--- src/pcrb_map.svh ---
`ifndef PCRB_MAP_SVH
`define PCRB_MAP_SVH

// register byte addresses, 19-bit host address
`define PCRB_A_TX_CLK_DP 19'h00004
`define PCRB_A_TX_LANE_CLK 19'h00005
`define PCRB_A_RX_CLK_DP 19'h00006
`define PCRB_A_RX_GBX_CLK 19'h00007
`define PCRB_A_TX_DESKEW 19'h00009
`define PCRB_A_IDLE_LO 19'h0001c
`define PCRB_A_IDLE_HI 19'h00020
`define PCRB_A_IDLE_TOP 19'h00024
`define PCRB_A_BITCNT_LO 19'h00034
`define PCRB_A_BITCNT_MID 19'h00035
`define PCRB_A_BITCNT_HI 19'h00036
`define PCRB_A_FIFO_LAT 19'h00037
`define PCRB_A_DCC_CTRL 19'h00038
`define PCRB_A_DCC_FSM 19'h0003c
`define PCRB_A_CORE_LO 19'h00080
`define PCRB_A_CORE_HI 19'h00081
`define PCRB_A_ATTR_DATA_LO 19'h00084
`define PCRB_A_ATTR_DATA_HI 19'h00085
`define PCRB_A_ATTR_CODE_LO 19'h00086
`define PCRB_A_ATTR_CODE_HI 19'h00087
`define PCRB_A_ATTR_RET_LO 19'h00088
`define PCRB_A_ATTR_RET_HI 19'h00089
`define PCRB_A_ATTR_SENT 19'h0008a
`define PCRB_A_ATTR_BUSY 19'h0008b
`define PCRB_A_ATTR_LOAD 19'h00090
`define PCRB_A_RELOAD 19'h00091
`define PCRB_A_LOAD_CAL 19'h00095
`define PCRB_A_REFMAP_A 19'h000ec
`define PCRB_A_REFMAP_B 19'h000ee
`define PCRB_A_REFMAP_C 19'h000ef
`define PCRB_A_MODE_OP0 19'h00200
`define PCRB_A_MODE_OP3 19'h00203
`define PCRB_A_PHYS_CHAN 19'h00204
`define PCRB_A_MODE_DONE 19'h00207
`define PCRB_A_IDENT0 19'h40000
`define PCRB_A_IDENT3 19'h40003
`define PCRB_A_STAT_PRES 19'h40004
`define PCRB_A_CTRL_PRES 19'h40005
`define PCRB_A_CHAN_COUNT 19'h40010
`define PCRB_A_CHAN_INDEX 19'h40011
`define PCRB_A_DIR_MODE 19'h40012
`define PCRB_A_LOCK_STAT 19'h40080
`define PCRB_A_RDY_STAT 19'h40081
`define PCRB_A_XFER_STAT 19'h40082
`define PCRB_A_RST_OVR 19'h400e2
`define PCRB_A_STREAM_CTRL 19'h40140
`define PCRB_A_STREAM_STAT 19'h40141
`define PCRB_A_CFG_LOAD_REQ 19'h40143
`define PCRB_A_CFG_LOAD_STAT 19'h40144

// field positions, widths and values
`define PCRB_GO_BIT 7
`define PCRB_SEL_MSB 2
`define PCRB_OVR_SEL_LSB 4
`define PCRB_CAL_BIT 5
`define PCRB_DONE_BIT 7
`define PCRB_REFSEL_MAX 4'h8
`define PCRB_DUPLEX 2'h3
`define PCRB_BITCNT_WIDTH 13

// reset values
`define PCRB_RST_BYTE 8'h00
`define PCRB_RST_REFMAP 8'h00

`endif

--- src/pcrb_pkg.sv ---
package pcrb_pkg;

    // attribute mailbox sequencer
    typedef enum logic [3:0] {
        PCRB_MB_IDLE = 4'h1,
        PCRB_MB_SEND = 4'h2,
        PCRB_MB_WAIT = 4'h4,
        PCRB_MB_DONE = 4'h8
    } pcrb_mb_e;

    typedef logic [7:0] pcrb_byte_t;

endpackage

--- src/pcrb_trigger.sv ---
`timescale 1ns/100ps
// one go-bit handshake: pulse out on request, busy until the far end finishes
module pcrb_trigger (
    input wire logic clk_i,
    input wire logic srst_i,
    input wire logic go_i,
    input wire logic done_i,
    output logic start_o,
    output logic busy_o
);
    typedef struct packed {
        logic start;
        logic busy;
    } pcrb_trig_s;

    pcrb_trig_s s_q;
    pcrb_trig_s s_d;

    // done clears busy; a go that arrives while busy is dropped, even in the done cycle
    always_comb begin
        s_d = s_q;
        s_d.start = 1'b0;
        if (s_q.busy && done_i) begin
            s_d.busy = 1'b0;
        end
        if (go_i && !s_q.busy) begin
            s_d.start = 1'b1;
            s_d.busy = 1'b1;
        end
    end

    always_ff @(posedge clk_i) begin
        if (srst_i) begin
            s_q <= '0;
        end else begin
            s_q <= s_d;
        end
    end

    assign start_o = s_q.start;
    assign busy_o = s_q.busy;
endmodule // pcrb_trigger

--- src/pcrb_reset_mux.sv ---
`timescale 1ns/100ps
// per-reset source select: controller or software bit
module pcrb_reset_mux (
    input wire logic clk_i,
    input wire logic srst_i,
    input wire logic ctrl_rst_i,
    input wire logic sw_val_i,
    input wire logic sw_sel_i,
    output logic rst_o
);
    typedef struct packed {
        logic rst;
    } pcrb_rmux_s;

    pcrb_rmux_s s_q;
    pcrb_rmux_s s_d;

    // registered so the outgoing reset is glitch free
    always_comb begin
        s_d.rst = sw_sel_i ? sw_val_i : ctrl_rst_i;
    end

    always_ff @(posedge clk_i) begin
        if (srst_i) begin
            s_q <= '1;
        end else begin
            s_q <= s_d;
        end
    end

    assign rst_o = s_q.rst;
endmodule // pcrb_reset_mux

--- src/pcrb_channel_regs.sv ---
`timescale 1ns/100ps
`include "pcrb_map.svh"

module pcrb_channel_regs #(
    parameter logic [31:0] INSTANCE_ID = 32'h5a5a_0001, // arbitrary value
    parameter logic [7:0] CHANNEL_COUNT = 8'h01,
    parameter logic [7:0] CHANNEL_INDEX = 8'h00,
    parameter logic [7:0] PHYS_CHANNEL = 8'h00,
    parameter logic STATUS_PRESENT = 1'b1,
    parameter logic CONTROL_PRESENT = 1'b1
) (
    input wire logic clk_i,
    input wire logic srst_i,
    // host register port, byte wide
    input wire logic [18:0] host_addr_i,
    input wire logic host_read_i,
    input wire logic host_write_i,
    input wire logic [7:0] host_wdata_i,
    output logic [7:0] host_rdata_o,
    output logic host_rvalid_o,
    output logic host_waitrequest_o,
    // live channel status
    input wire logic rx_cdr_data_lock_i,
    input wire logic tx_ready_i,
    input wire logic rx_ready_i,
    input wire logic tx_xfer_ready_i,
    input wire logic rx_xfer_ready_i,
    input wire logic [1:0] tx_deskew_state_i,
    input wire logic tx_deskew_aligned_i,
    // reset controller requests
    input wire logic [3:0] ctrl_reset_i,
    output logic [3:0] datapath_reset_o,
    // profile streamer and stored configuration load
    output logic stream_start_o,
    output logic [2:0] stream_profile_o,
    input wire logic stream_done_i,
    output logic cfg_load_start_o,
    output logic [2:0] cfg_load_sel_o,
    input wire logic cfg_load_finish_i,
    input wire logic cfg_load_timeout_i,
    // attribute mailbox to analog channel
    output logic attr_send_o,
    output logic [31:0] attr_word_o,
    input wire logic attr_ack_i,
    input wire logic attr_done_i,
    input wire logic [15:0] attr_return_i,
    // settings reload and calibration
    output logic reload_start_o,
    output logic reload_cal_o,
    // mode and analog reset operation
    output logic mode_op_start_o,
    output logic [31:0] mode_op_word_o,
    input wire logic mode_op_done_i,
    input wire logic mode_op_fail_i,
    // datapath configuration outward
    output logic [7:0] tx_clk_dp_o,
    output logic [7:0] rx_clk_dp_o,
    output logic [15:0] bit_count_wrap_o,
    output logic [23:0] refclk_map_o
);

    typedef struct packed {
        logic [7:0] rdata;
        logic rvalid;
        logic [7:0] tx_clk_dp;
        logic [7:0] tx_lane_clk;
        logic [7:0] rx_clk_dp;
        logic [7:0] rx_gbx_clk;
        logic [7:0] deskew_ctrl;
        logic [7:0] idle_lo;
        logic [7:0] idle_hi;
        logic [7:0] idle_top;
        logic [7:0] bitcnt_lo;
        logic [7:0] bitcnt_mid;
        logic [7:0] bitcnt_hi;
        logic [7:0] fifo_lat;
        logic [7:0] dcc_ctrl;
        logic [7:0] dcc_fsm;
        logic [15:0] core_ctrl;
        logic [31:0] attr_word;
        logic [15:0] attr_ret;
        logic attr_sent;
        logic attr_busy;
        logic attr_send;
        pcrb_pkg::pcrb_mb_e mb;
        logic reload;
        logic [7:0] load_cal;
        logic [23:0] refmap;
        logic [31:0] mode_word;
        logic mode_start;
        logic mode_busy;
        logic mode_done;
        logic mode_fail;
        logic [7:0] rst_ovr;
        logic [2:0] stream_sel;
        logic [2:0] cfg_sel;
        logic cfg_finish;
        logic cfg_timeout;
    } pcrb_regs_s;

    pcrb_regs_s r_q;
    pcrb_regs_s r_d;

    logic stream_go;
    logic stream_busy;
    logic cfg_go;
    logic cfg_busy;
    logic is_chan0;
    logic [1:0] mode_idx;

    assign is_chan0 = (CHANNEL_INDEX == 8'h00);
    assign mode_idx = host_addr_i[1:0];

    // go bits are decoded straight from the write, never stored
    assign stream_go = host_write_i && host_addr_i == `PCRB_A_STREAM_CTRL
        && host_wdata_i[`PCRB_GO_BIT];
    assign cfg_go = is_chan0 && host_write_i && host_addr_i == `PCRB_A_CFG_LOAD_REQ
        && host_wdata_i[`PCRB_GO_BIT];

    pcrb_trigger u_stream (
        .clk_i(clk_i),
        .srst_i(srst_i),
        .go_i(stream_go),
        .done_i(stream_done_i),
        .start_o(stream_start_o),
        .busy_o(stream_busy)
    );

    pcrb_trigger u_cfg_load (
        .clk_i(clk_i),
        .srst_i(srst_i),
        .go_i(cfg_go),
        .done_i(cfg_load_finish_i | cfg_load_timeout_i),
        .start_o(cfg_load_start_o),
        .busy_o(cfg_busy)
    );

    // one mux per datapath reset
    genvar gi;
    generate
        for (gi = 0; gi < 4; gi++) begin : g_rst
            pcrb_reset_mux u_mux (
                .clk_i(clk_i),
                .srst_i(srst_i),
                .ctrl_rst_i(ctrl_reset_i[gi]),
                .sw_val_i(r_q.rst_ovr[gi]),
                .sw_sel_i(r_q.rst_ovr[gi + `PCRB_OVR_SEL_LSB]),
                .rst_o(datapath_reset_o[gi])
            );
        end
    endgenerate

    // register decode, mailbox sequencer and read mux
    always_comb begin
        r_d = r_q;
        r_d.rvalid = host_read_i;
        r_d.attr_send = 1'b0;
        r_d.reload = 1'b0;
        r_d.mode_start = 1'b0;

        // sticky load results; set wins, cleared by a new request
        if (cfg_go) begin
            r_d.cfg_finish = 1'b0;
            r_d.cfg_timeout = 1'b0;
        end
        if (cfg_load_finish_i) begin
            r_d.cfg_finish = 1'b1;
        end
        if (cfg_load_timeout_i) begin
            r_d.cfg_timeout = 1'b1;
        end

        if (host_write_i) begin
            case (host_addr_i)
                `PCRB_A_TX_CLK_DP: r_d.tx_clk_dp = host_wdata_i;
                `PCRB_A_TX_LANE_CLK: r_d.tx_lane_clk = host_wdata_i;
                `PCRB_A_RX_CLK_DP: r_d.rx_clk_dp = host_wdata_i;
                `PCRB_A_RX_GBX_CLK: r_d.rx_gbx_clk = host_wdata_i;
                `PCRB_A_TX_DESKEW: r_d.deskew_ctrl = host_wdata_i;
                `PCRB_A_IDLE_LO: r_d.idle_lo = host_wdata_i;
                `PCRB_A_IDLE_HI: r_d.idle_hi = host_wdata_i;
                `PCRB_A_IDLE_TOP: r_d.idle_top = host_wdata_i;
                `PCRB_A_BITCNT_LO: r_d.bitcnt_lo = host_wdata_i;
                `PCRB_A_BITCNT_MID: r_d.bitcnt_mid = host_wdata_i;
                `PCRB_A_BITCNT_HI: r_d.bitcnt_hi = host_wdata_i;
                `PCRB_A_FIFO_LAT: r_d.fifo_lat = host_wdata_i;
                `PCRB_A_DCC_CTRL: r_d.dcc_ctrl = host_wdata_i;
                `PCRB_A_DCC_FSM: r_d.dcc_fsm = host_wdata_i;
                `PCRB_A_CORE_LO: r_d.core_ctrl[7:0] = host_wdata_i;
                `PCRB_A_CORE_HI: r_d.core_ctrl[15:8] = host_wdata_i;
                `PCRB_A_ATTR_DATA_LO: r_d.attr_word[7:0] = host_wdata_i;
                `PCRB_A_ATTR_DATA_HI: r_d.attr_word[15:8] = host_wdata_i;
                `PCRB_A_ATTR_CODE_LO: r_d.attr_word[23:16] = host_wdata_i;
                `PCRB_A_ATTR_CODE_HI: r_d.attr_word[31:24] = host_wdata_i;
                // writing one to bit 7 clears the sent flag
                `PCRB_A_ATTR_SENT: begin
                    if (host_wdata_i[`PCRB_DONE_BIT]) begin
                        r_d.attr_sent = 1'b0;
                    end
                end
                `PCRB_A_ATTR_LOAD: begin
                    if (host_wdata_i[0] && r_q.mb == pcrb_pkg::PCRB_MB_IDLE) begin
                        r_d.mb = pcrb_pkg::PCRB_MB_SEND;
                        r_d.attr_send = 1'b1;
                        r_d.attr_busy = 1'b1;
                        r_d.attr_sent = 1'b0;
                    end
                end
                `PCRB_A_RELOAD: r_d.reload = host_wdata_i[0];
                `PCRB_A_LOAD_CAL: r_d.load_cal = host_wdata_i;
                `PCRB_A_REFMAP_A: r_d.refmap[7:0] = host_wdata_i;
                `PCRB_A_REFMAP_B: r_d.refmap[15:8] = host_wdata_i;
                `PCRB_A_REFMAP_C: r_d.refmap[23:16] = host_wdata_i;
                `PCRB_A_RST_OVR: r_d.rst_ovr = host_wdata_i;
                `PCRB_A_STREAM_CTRL: r_d.stream_sel = host_wdata_i[`PCRB_SEL_MSB:0];
                `PCRB_A_CFG_LOAD_REQ: begin
                    if (is_chan0) begin
                        r_d.cfg_sel = host_wdata_i[`PCRB_SEL_MSB:0];
                    end
                end
                default: begin
                    // last of the four mode bytes launches the operation
                    if (host_addr_i >= `PCRB_A_MODE_OP0 && host_addr_i <= `PCRB_A_MODE_OP3) begin
                        r_d.mode_word[mode_idx * 8 +: 8] = host_wdata_i;
                        if (host_addr_i == `PCRB_A_MODE_OP3) begin
                            r_d.mode_start = 1'b1;
                            r_d.mode_busy = 1'b1;
                            r_d.mode_done = 1'b0;
                        end
                    end
                end
            endcase
        end

        // mode operation completion; done sticky until next launch, fail held until next completion
        if (r_q.mode_busy && mode_op_done_i) begin
            r_d.mode_busy = 1'b0;
            r_d.mode_done = 1'b1;
            r_d.mode_fail = mode_op_fail_i;
        end

        // attribute mailbox: send, wait for analog, latch return
        case (r_q.mb)
            pcrb_pkg::PCRB_MB_IDLE: begin
            end
            pcrb_pkg::PCRB_MB_SEND: begin
                if (attr_ack_i) begin
                    r_d.attr_sent = 1'b1;
                    r_d.mb = pcrb_pkg::PCRB_MB_WAIT;
                end
            end
            pcrb_pkg::PCRB_MB_WAIT: begin
                if (attr_done_i) begin
                    r_d.attr_ret = attr_return_i;
                    r_d.mb = pcrb_pkg::PCRB_MB_DONE;
                end
            end
            pcrb_pkg::PCRB_MB_DONE: begin
                r_d.attr_busy = 1'b0;
                r_d.mb = pcrb_pkg::PCRB_MB_IDLE;
            end
            default: r_d.mb = pcrb_pkg::PCRB_MB_IDLE;
        endcase

        // read mux, unmapped bytes read zero
        r_d.rdata = `PCRB_RST_BYTE;
        if (host_read_i) begin
            case (host_addr_i)
                `PCRB_A_TX_CLK_DP: r_d.rdata = r_q.tx_clk_dp;
                `PCRB_A_TX_LANE_CLK: r_d.rdata = r_q.tx_lane_clk;
                `PCRB_A_RX_CLK_DP: r_d.rdata = r_q.rx_clk_dp;
                `PCRB_A_RX_GBX_CLK: r_d.rdata = r_q.rx_gbx_clk;
                `PCRB_A_TX_DESKEW: r_d.rdata = {r_q.deskew_ctrl[7:5], tx_deskew_aligned_i,
                    tx_deskew_state_i, r_q.deskew_ctrl[1:0]};
                `PCRB_A_IDLE_LO: r_d.rdata = r_q.idle_lo;
                `PCRB_A_IDLE_HI: r_d.rdata = r_q.idle_hi;
                `PCRB_A_IDLE_TOP: r_d.rdata = r_q.idle_top;
                `PCRB_A_BITCNT_LO: r_d.rdata = r_q.bitcnt_lo;
                `PCRB_A_BITCNT_MID: r_d.rdata = r_q.bitcnt_mid;
                `PCRB_A_BITCNT_HI: r_d.rdata = r_q.bitcnt_hi;
                `PCRB_A_FIFO_LAT: r_d.rdata = r_q.fifo_lat;
                `PCRB_A_DCC_CTRL: r_d.rdata = r_q.dcc_ctrl;
                `PCRB_A_DCC_FSM: r_d.rdata = r_q.dcc_fsm;
                `PCRB_A_CORE_LO: r_d.rdata = r_q.core_ctrl[7:0];
                `PCRB_A_CORE_HI: r_d.rdata = r_q.core_ctrl[15:8];
                `PCRB_A_ATTR_DATA_LO: r_d.rdata = r_q.attr_word[7:0];
                `PCRB_A_ATTR_DATA_HI: r_d.rdata = r_q.attr_word[15:8];
                `PCRB_A_ATTR_CODE_LO: r_d.rdata = r_q.attr_word[23:16];
                `PCRB_A_ATTR_CODE_HI: r_d.rdata = r_q.attr_word[31:24];
                `PCRB_A_ATTR_RET_LO: r_d.rdata = r_q.attr_ret[7:0];
                `PCRB_A_ATTR_RET_HI: r_d.rdata = r_q.attr_ret[15:8];
                `PCRB_A_ATTR_SENT: r_d.rdata = {r_q.attr_sent, 7'h00};
                `PCRB_A_ATTR_BUSY: r_d.rdata = {7'h00, r_q.attr_busy};
                `PCRB_A_LOAD_CAL: r_d.rdata = r_q.load_cal;
                `PCRB_A_REFMAP_A: r_d.rdata = r_q.refmap[7:0];
                `PCRB_A_REFMAP_B: r_d.rdata = r_q.refmap[15:8];
                `PCRB_A_REFMAP_C: r_d.rdata = r_q.refmap[23:16];
                `PCRB_A_PHYS_CHAN: r_d.rdata = PHYS_CHANNEL;
                `PCRB_A_MODE_DONE: r_d.rdata = {r_q.mode_done, 6'h00, r_q.mode_fail};
                `PCRB_A_STAT_PRES: r_d.rdata = {7'h00, STATUS_PRESENT};
                `PCRB_A_CTRL_PRES: r_d.rdata = {7'h00, CONTROL_PRESENT};
                `PCRB_A_CHAN_COUNT: r_d.rdata = CHANNEL_COUNT;
                `PCRB_A_CHAN_INDEX: r_d.rdata = CHANNEL_INDEX;
                `PCRB_A_DIR_MODE: r_d.rdata = {6'h00, `PCRB_DUPLEX};
                `PCRB_A_LOCK_STAT: r_d.rdata = {7'h00, rx_cdr_data_lock_i};
                `PCRB_A_RDY_STAT: r_d.rdata = {6'h00, rx_ready_i, tx_ready_i};
                `PCRB_A_XFER_STAT: r_d.rdata = {6'h00, rx_xfer_ready_i, tx_xfer_ready_i};
                `PCRB_A_RST_OVR: r_d.rdata = r_q.rst_ovr;
                `PCRB_A_STREAM_CTRL: r_d.rdata = {5'h00, r_q.stream_sel};
                `PCRB_A_STREAM_STAT: r_d.rdata = {7'h00, stream_busy};
                `PCRB_A_CFG_LOAD_REQ: r_d.rdata = is_chan0 ? {5'h00, r_q.cfg_sel} : 8'h00;
                `PCRB_A_CFG_LOAD_STAT: r_d.rdata = is_chan0 ? {5'h00, cfg_busy,
                    r_q.cfg_timeout, r_q.cfg_finish} : 8'h00;
                default: begin
                    if (host_addr_i >= `PCRB_A_IDENT0 && host_addr_i <= `PCRB_A_IDENT3) begin
                        r_d.rdata = INSTANCE_ID[mode_idx * 8 +: 8];
                    end else if (host_addr_i >= `PCRB_A_MODE_OP0
                            && host_addr_i <= `PCRB_A_MODE_OP3) begin
                        r_d.rdata = r_q.mode_word[mode_idx * 8 +: 8];
                    end
                end
            endcase
        end
    end

    always_ff @(posedge clk_i) begin
        if (srst_i) begin
            r_q <= '0;
            r_q.mb <= pcrb_pkg::PCRB_MB_IDLE;
            r_q.refmap <= {3{`PCRB_RST_REFMAP}};
        end else begin
            r_q <= r_d;
        end
    end

    // outputs from flops, waitrequest tied low
    assign host_rdata_o = r_q.rdata;
    assign host_rvalid_o = r_q.rvalid;
    assign host_waitrequest_o = 1'b0;
    assign stream_profile_o = r_q.stream_sel;
    assign cfg_load_sel_o = r_q.cfg_sel;
    assign attr_send_o = r_q.attr_send;
    assign attr_word_o = r_q.attr_word;
    assign reload_start_o = r_q.reload;
    assign reload_cal_o = r_q.load_cal[`PCRB_CAL_BIT];
    assign mode_op_start_o = r_q.mode_start;
    assign mode_op_word_o = r_q.mode_word;
    assign tx_clk_dp_o = r_q.tx_clk_dp;
    assign rx_clk_dp_o = r_q.rx_clk_dp;
    assign bit_count_wrap_o = {r_q.bitcnt_hi[0], r_q.bitcnt_mid, r_q.bitcnt_lo[7:4], 3'h0};
    assign refclk_map_o = r_q.refmap;

endmodule // pcrb_channel_regs

--- config.mk ---
export PLATFORM = sky130hd
export DESIGN_NAME = pcrb_channel_regs
export DESIGN_NICKNAME = d
export VERILOG_FILES = /design/src/pcrb_pkg.sv /design/src/pcrb_trigger.sv /design/src/pcrb_reset_mux.sv /design/src/pcrb_channel_regs.sv
export VERILOG_INCLUDE_DIRS = /design/src
export SDC_FILE = /design/constraint.sdc
export NUM_CORES = 1
export LEC_CHECK = 0
export ABC_AREA = 1
export BUFFER_PORTS_ARGS = -buffer_cell sky130_fd_sc_hd__buf_2
export CAP_MARGIN = 10
export CORE_MARGIN = 2
export CORE_UTILIZATION = 50
export CTS_BUF_LIST = sky130_fd_sc_hd__clkbuf_4 sky130_fd_sc_hd__clkbuf_8
export CTS_CLUSTER_DIAMETER = 60
export DETAILED_ROUTE_END_ITERATION = 16
export GPL_TIMING_DRIVEN = 0
export HOLD_SLACK_MARGIN = 0.02
export PLACE_DENSITY = 0.71
export SETUP_SLACK_MARGIN = 0.3
export SLEW_MARGIN = 40
export SYNTH_ARGS = -nofsm -noshare
export SYNTH_HDL_FRONTEND = slang
export SYNTH_SLANG_ARGS = --single-unit
--- constraint.sdc ---
create_clock -name clk_i -period 3.5 [get_ports clk_i]
set_clock_uncertainty 0.15 [all_clocks]
set_input_delay 0.35 -clock clk_i [delete_from_list [all_inputs] [get_ports clk_i]]
set_output_delay 0.35 -clock clk_i [all_outputs]
set_load 0.05 [all_outputs]
==> impl_metrics.tcl <==
set metrics [dict create \
    status "finished, final reports clean" \
    worstSetupPathType "input pin to flip-flop" \
    dieArea_sq_um 30900 \
    synth.cells.most_frequent "357 x nand2_1, 282 x dfxtp_1, 259 x a21oi_1, 248 x o21ai_0, 241 x nor2_1" \
    synth_top_area_cell "dfxtp_1" \
    track_usage_pct 43.1 \
    crit_chain "buf_2, clkbuf_2, inv_1, clkbuf_2, ha_1, nand3_2, nor2_1, nand3_1, o21ai_0, nor2_1, nand3_1, nor2_1, nand2_1, nand2_1, nor2_1" \
    powerDensity_nw_per_um2 397 \
    required_ns 3.86 \
    start_util_pct 51.1 \
    drtAntennaViolNets 0 \
    grt_pass1_wl_mm 97.6 \
    cts.sinks 282 \
    gp_congestion 1.06 \
    worst-path-max-fanout 11 \
    synth_warnings 0 \
    async_reset_ff_share_pct 0 \
    htree_levels 2 \
    ir_worst_vdd_uv 311 \
    cts_setup_buffers 0 \
    dr.pass1.iters 6 \
    final_nets 2537 \
    netlist_area_sq_um 14800 \
    hold_violations 0 \
    ys.flop_type "dfxtp_1" \
    instances_no_fill 2890 \
    critPathMaxStageDelay_ns 0.57 \
    synthTopCellsByArea "dfxtp_1 38%, nand2_1 9.1%, a21oi_1 8.8%" \
    drc 0 \
    ctsRootBufferMaster "clkbuf_8" \
    rsz0062_at_grt "no" \
    ys_seq_elements 282 \
    yosysUniqueCellTypes 36 \
    endpoint_kind "flip-flop" \
    via_per_inst 5.79 \
    grt_pass1_vias 15400 \
    hp-class "input pin to flip-flop" \
    critPathSlowestCell "o21ai_0" \
    path_buf_inv 4 \
    wl_mm 68.0 \
    syn_inst 2184 \
    port_buffers 198 \
    cp.arrival_ns 3.49 \
    final_max_slew_viol_count 0 \
    clockBufferDepth 3 \
    path_clk_slew_ns 0.07 \
    synth_top_area_share_pct 38.2 \
    tightest_slew_ns 0.997 \
    crit_path_frequent_cell "nor2_1" \
    cap_violations 0 \
    syn2layout_area_growth_pct 20.4 \
    first_iter_violations 1896 \
    setup_viol 0 \
    die_h_um 176 \
    r2r_slack_ns 1.32 \
    hpwl_mm 52.1 \
    yosysSeqAreaShare_pct 38.2 \
    grt_max_degree 14 \
    cp-start-kind "input pin" \
    rows 62 \
    total_leakage_power_nw 8.28 \
    utilization_pct 61.5 \
    fp.dieW_um 176 \
    period_needed_ns 3.14 \
    io_pins 212 \
    synth_most_common_cell "nand2_1" \
    grt_antenna_before_repair 2 \
    overflow 0 \
    critPathTopFamily "simple AND/OR/NAND/NOR gates" \
    max_slew_margin_pct 33.6 \
    clock_latency_ns 0.59 \
    avgSynthCellArea_sq_um 6.77 \
    synth_edf_count 0 \
    numCtsBuffers 47 \
    core_sq_um 28900 \
    dp.cells 2769 \
    drive_gt1_share_pct 22.3 \
    vias 16700 \
    fmax_mhz 319 \
    drt-wirelength-per-cell_um 23.5 \
    cts_tree "yes" \
    period_share_pct 89.6 \
]
worst register-to-register path, cell delays in order (launching register included):
cell and delay, ns:
dfxtp_1 0.35, nor4_2 0.66, nand2_1 0.15, clkbuf_1 0.29
o21ai_0 0.36, a21oi_1 0.09
repair_timing:
action,4_1_cts,5_1_grt
hold buffers,32,0
setup endpoints to repair,8,45
hold endpoints to repair,31,0
resized for setup,9,11
cell families (layout without fill, tap and decap cells):
kind of cell    Yosys count  count (layout)  share of synthesized area [%]
compound gates          546             546                           19.3
buf+inv                 484             802                           16.3
flops                   282             282                           38.2
fa+ha+maj                 4               4                          0.339
simple gates            867             867                           25.9
other cells               1               5                         0.0254
per-layer routing:
metal / vias up / routed length, um / global-route usage (%)
met2: 1176 / 28700 / 65.3
met5: - / 11 / 0
li1: 7630 / - / -
met1: 7680 / 26400 / 55.0
met4: 2 / 5290 / 28.5
met3: 254 / 7650 / 9.74
per-stage QoR:
step	power [mW]	hold slack (ns)	area, sq um	TNS, ns	setup WS [ns]
final	7.06	0.131	17800	0	0.364
after global routing	7.21	0.150	17800	0	0.360
after CTS	7.03	0.109	17700	0	0.306
after detailed placement	3.69	0.287	16300	-7.25	-0.547
after global placement	3.68	0.283	16300	-6.91	-0.512
after floorplan	3.50	0.274	14800	0	0.869
area by class of cell:
type | instances | area [sq um]
Sequential cell | 282 | 5650
Inverter | 226 | 848
Buffer | 258 | 1570
Fill cell | 2706 | 11200
Clock buffer | 72 | 947
Multi-Input combinational cell | 1421 | 6790
Clock inverter | 15 | 171
Antenna cell | 1 | 2.50
Tap cell | 384 | 480
Timing Repair Buffer | 231 | 1320
where the power goes:
group / internal [mW] / switching (mW)
combinational: 0.110 / 0.341
clock: 1.97 / 1.43
sequential: 3.21 / 0.00259
worst paths after layout:
kind / startpoint / endpoint / depth (start not counted)
max reg2reg: r_q[85] / r_q[104] / 5
min reg2reg: r_q[77] / r_q[77] / 2
max: host_addr_i[1] / host_rdata_o[3] / 15
min: host_wdata_i[7] / flip-flop / 5
cells in the final DEF (no fill, tap or decap), types with 2 or more instances in the layout:
| master | instances |
|---|---|
| clkinv_1 | 3 |
| a211oi_2 | 6 |
| nand2_1 | 357 |
| ha_1 | 4 |
| nor2_2 | 29 |
| nand3_1 | 113 |
| buf_2 | 241 |
| buf_4 | 142 |
| o211ai_1 | 2 |
| inv_6 | 2 |
| clkinv_2 | 8 |
| and3_1 | 2 |
| nand3_2 | 3 |
| nand3b_1 | 3 |
| clkbuf_1 | 62 |
| nand4_1 | 88 |
| dlygate4sd3_1 | 32 |
| nor4_2 | 2 |
| conb_1 | 4 |
| nand2_2 | 7 |
| nor3_1 | 16 |
| inv_2 | 17 |
| a211oi_1 | 19 |
| o21ai_1 | 6 |
| a21oi_1 | 259 |
| o21ai_0 | 247 |
| inv_1 | 206 |
| clkbuf_2 | 9 |
| nor2_4 | 11 |
| a31oi_1 | 2 |
| bufinv_16 | 3 |
| dfxtp_1 | 282 |
| clkbuf_4 | 7 |
| clkbuf_8 | 65 |
| nor2_1 | 233 |
| buf_6 | 2 |
(Power assumes the default switching activity.)
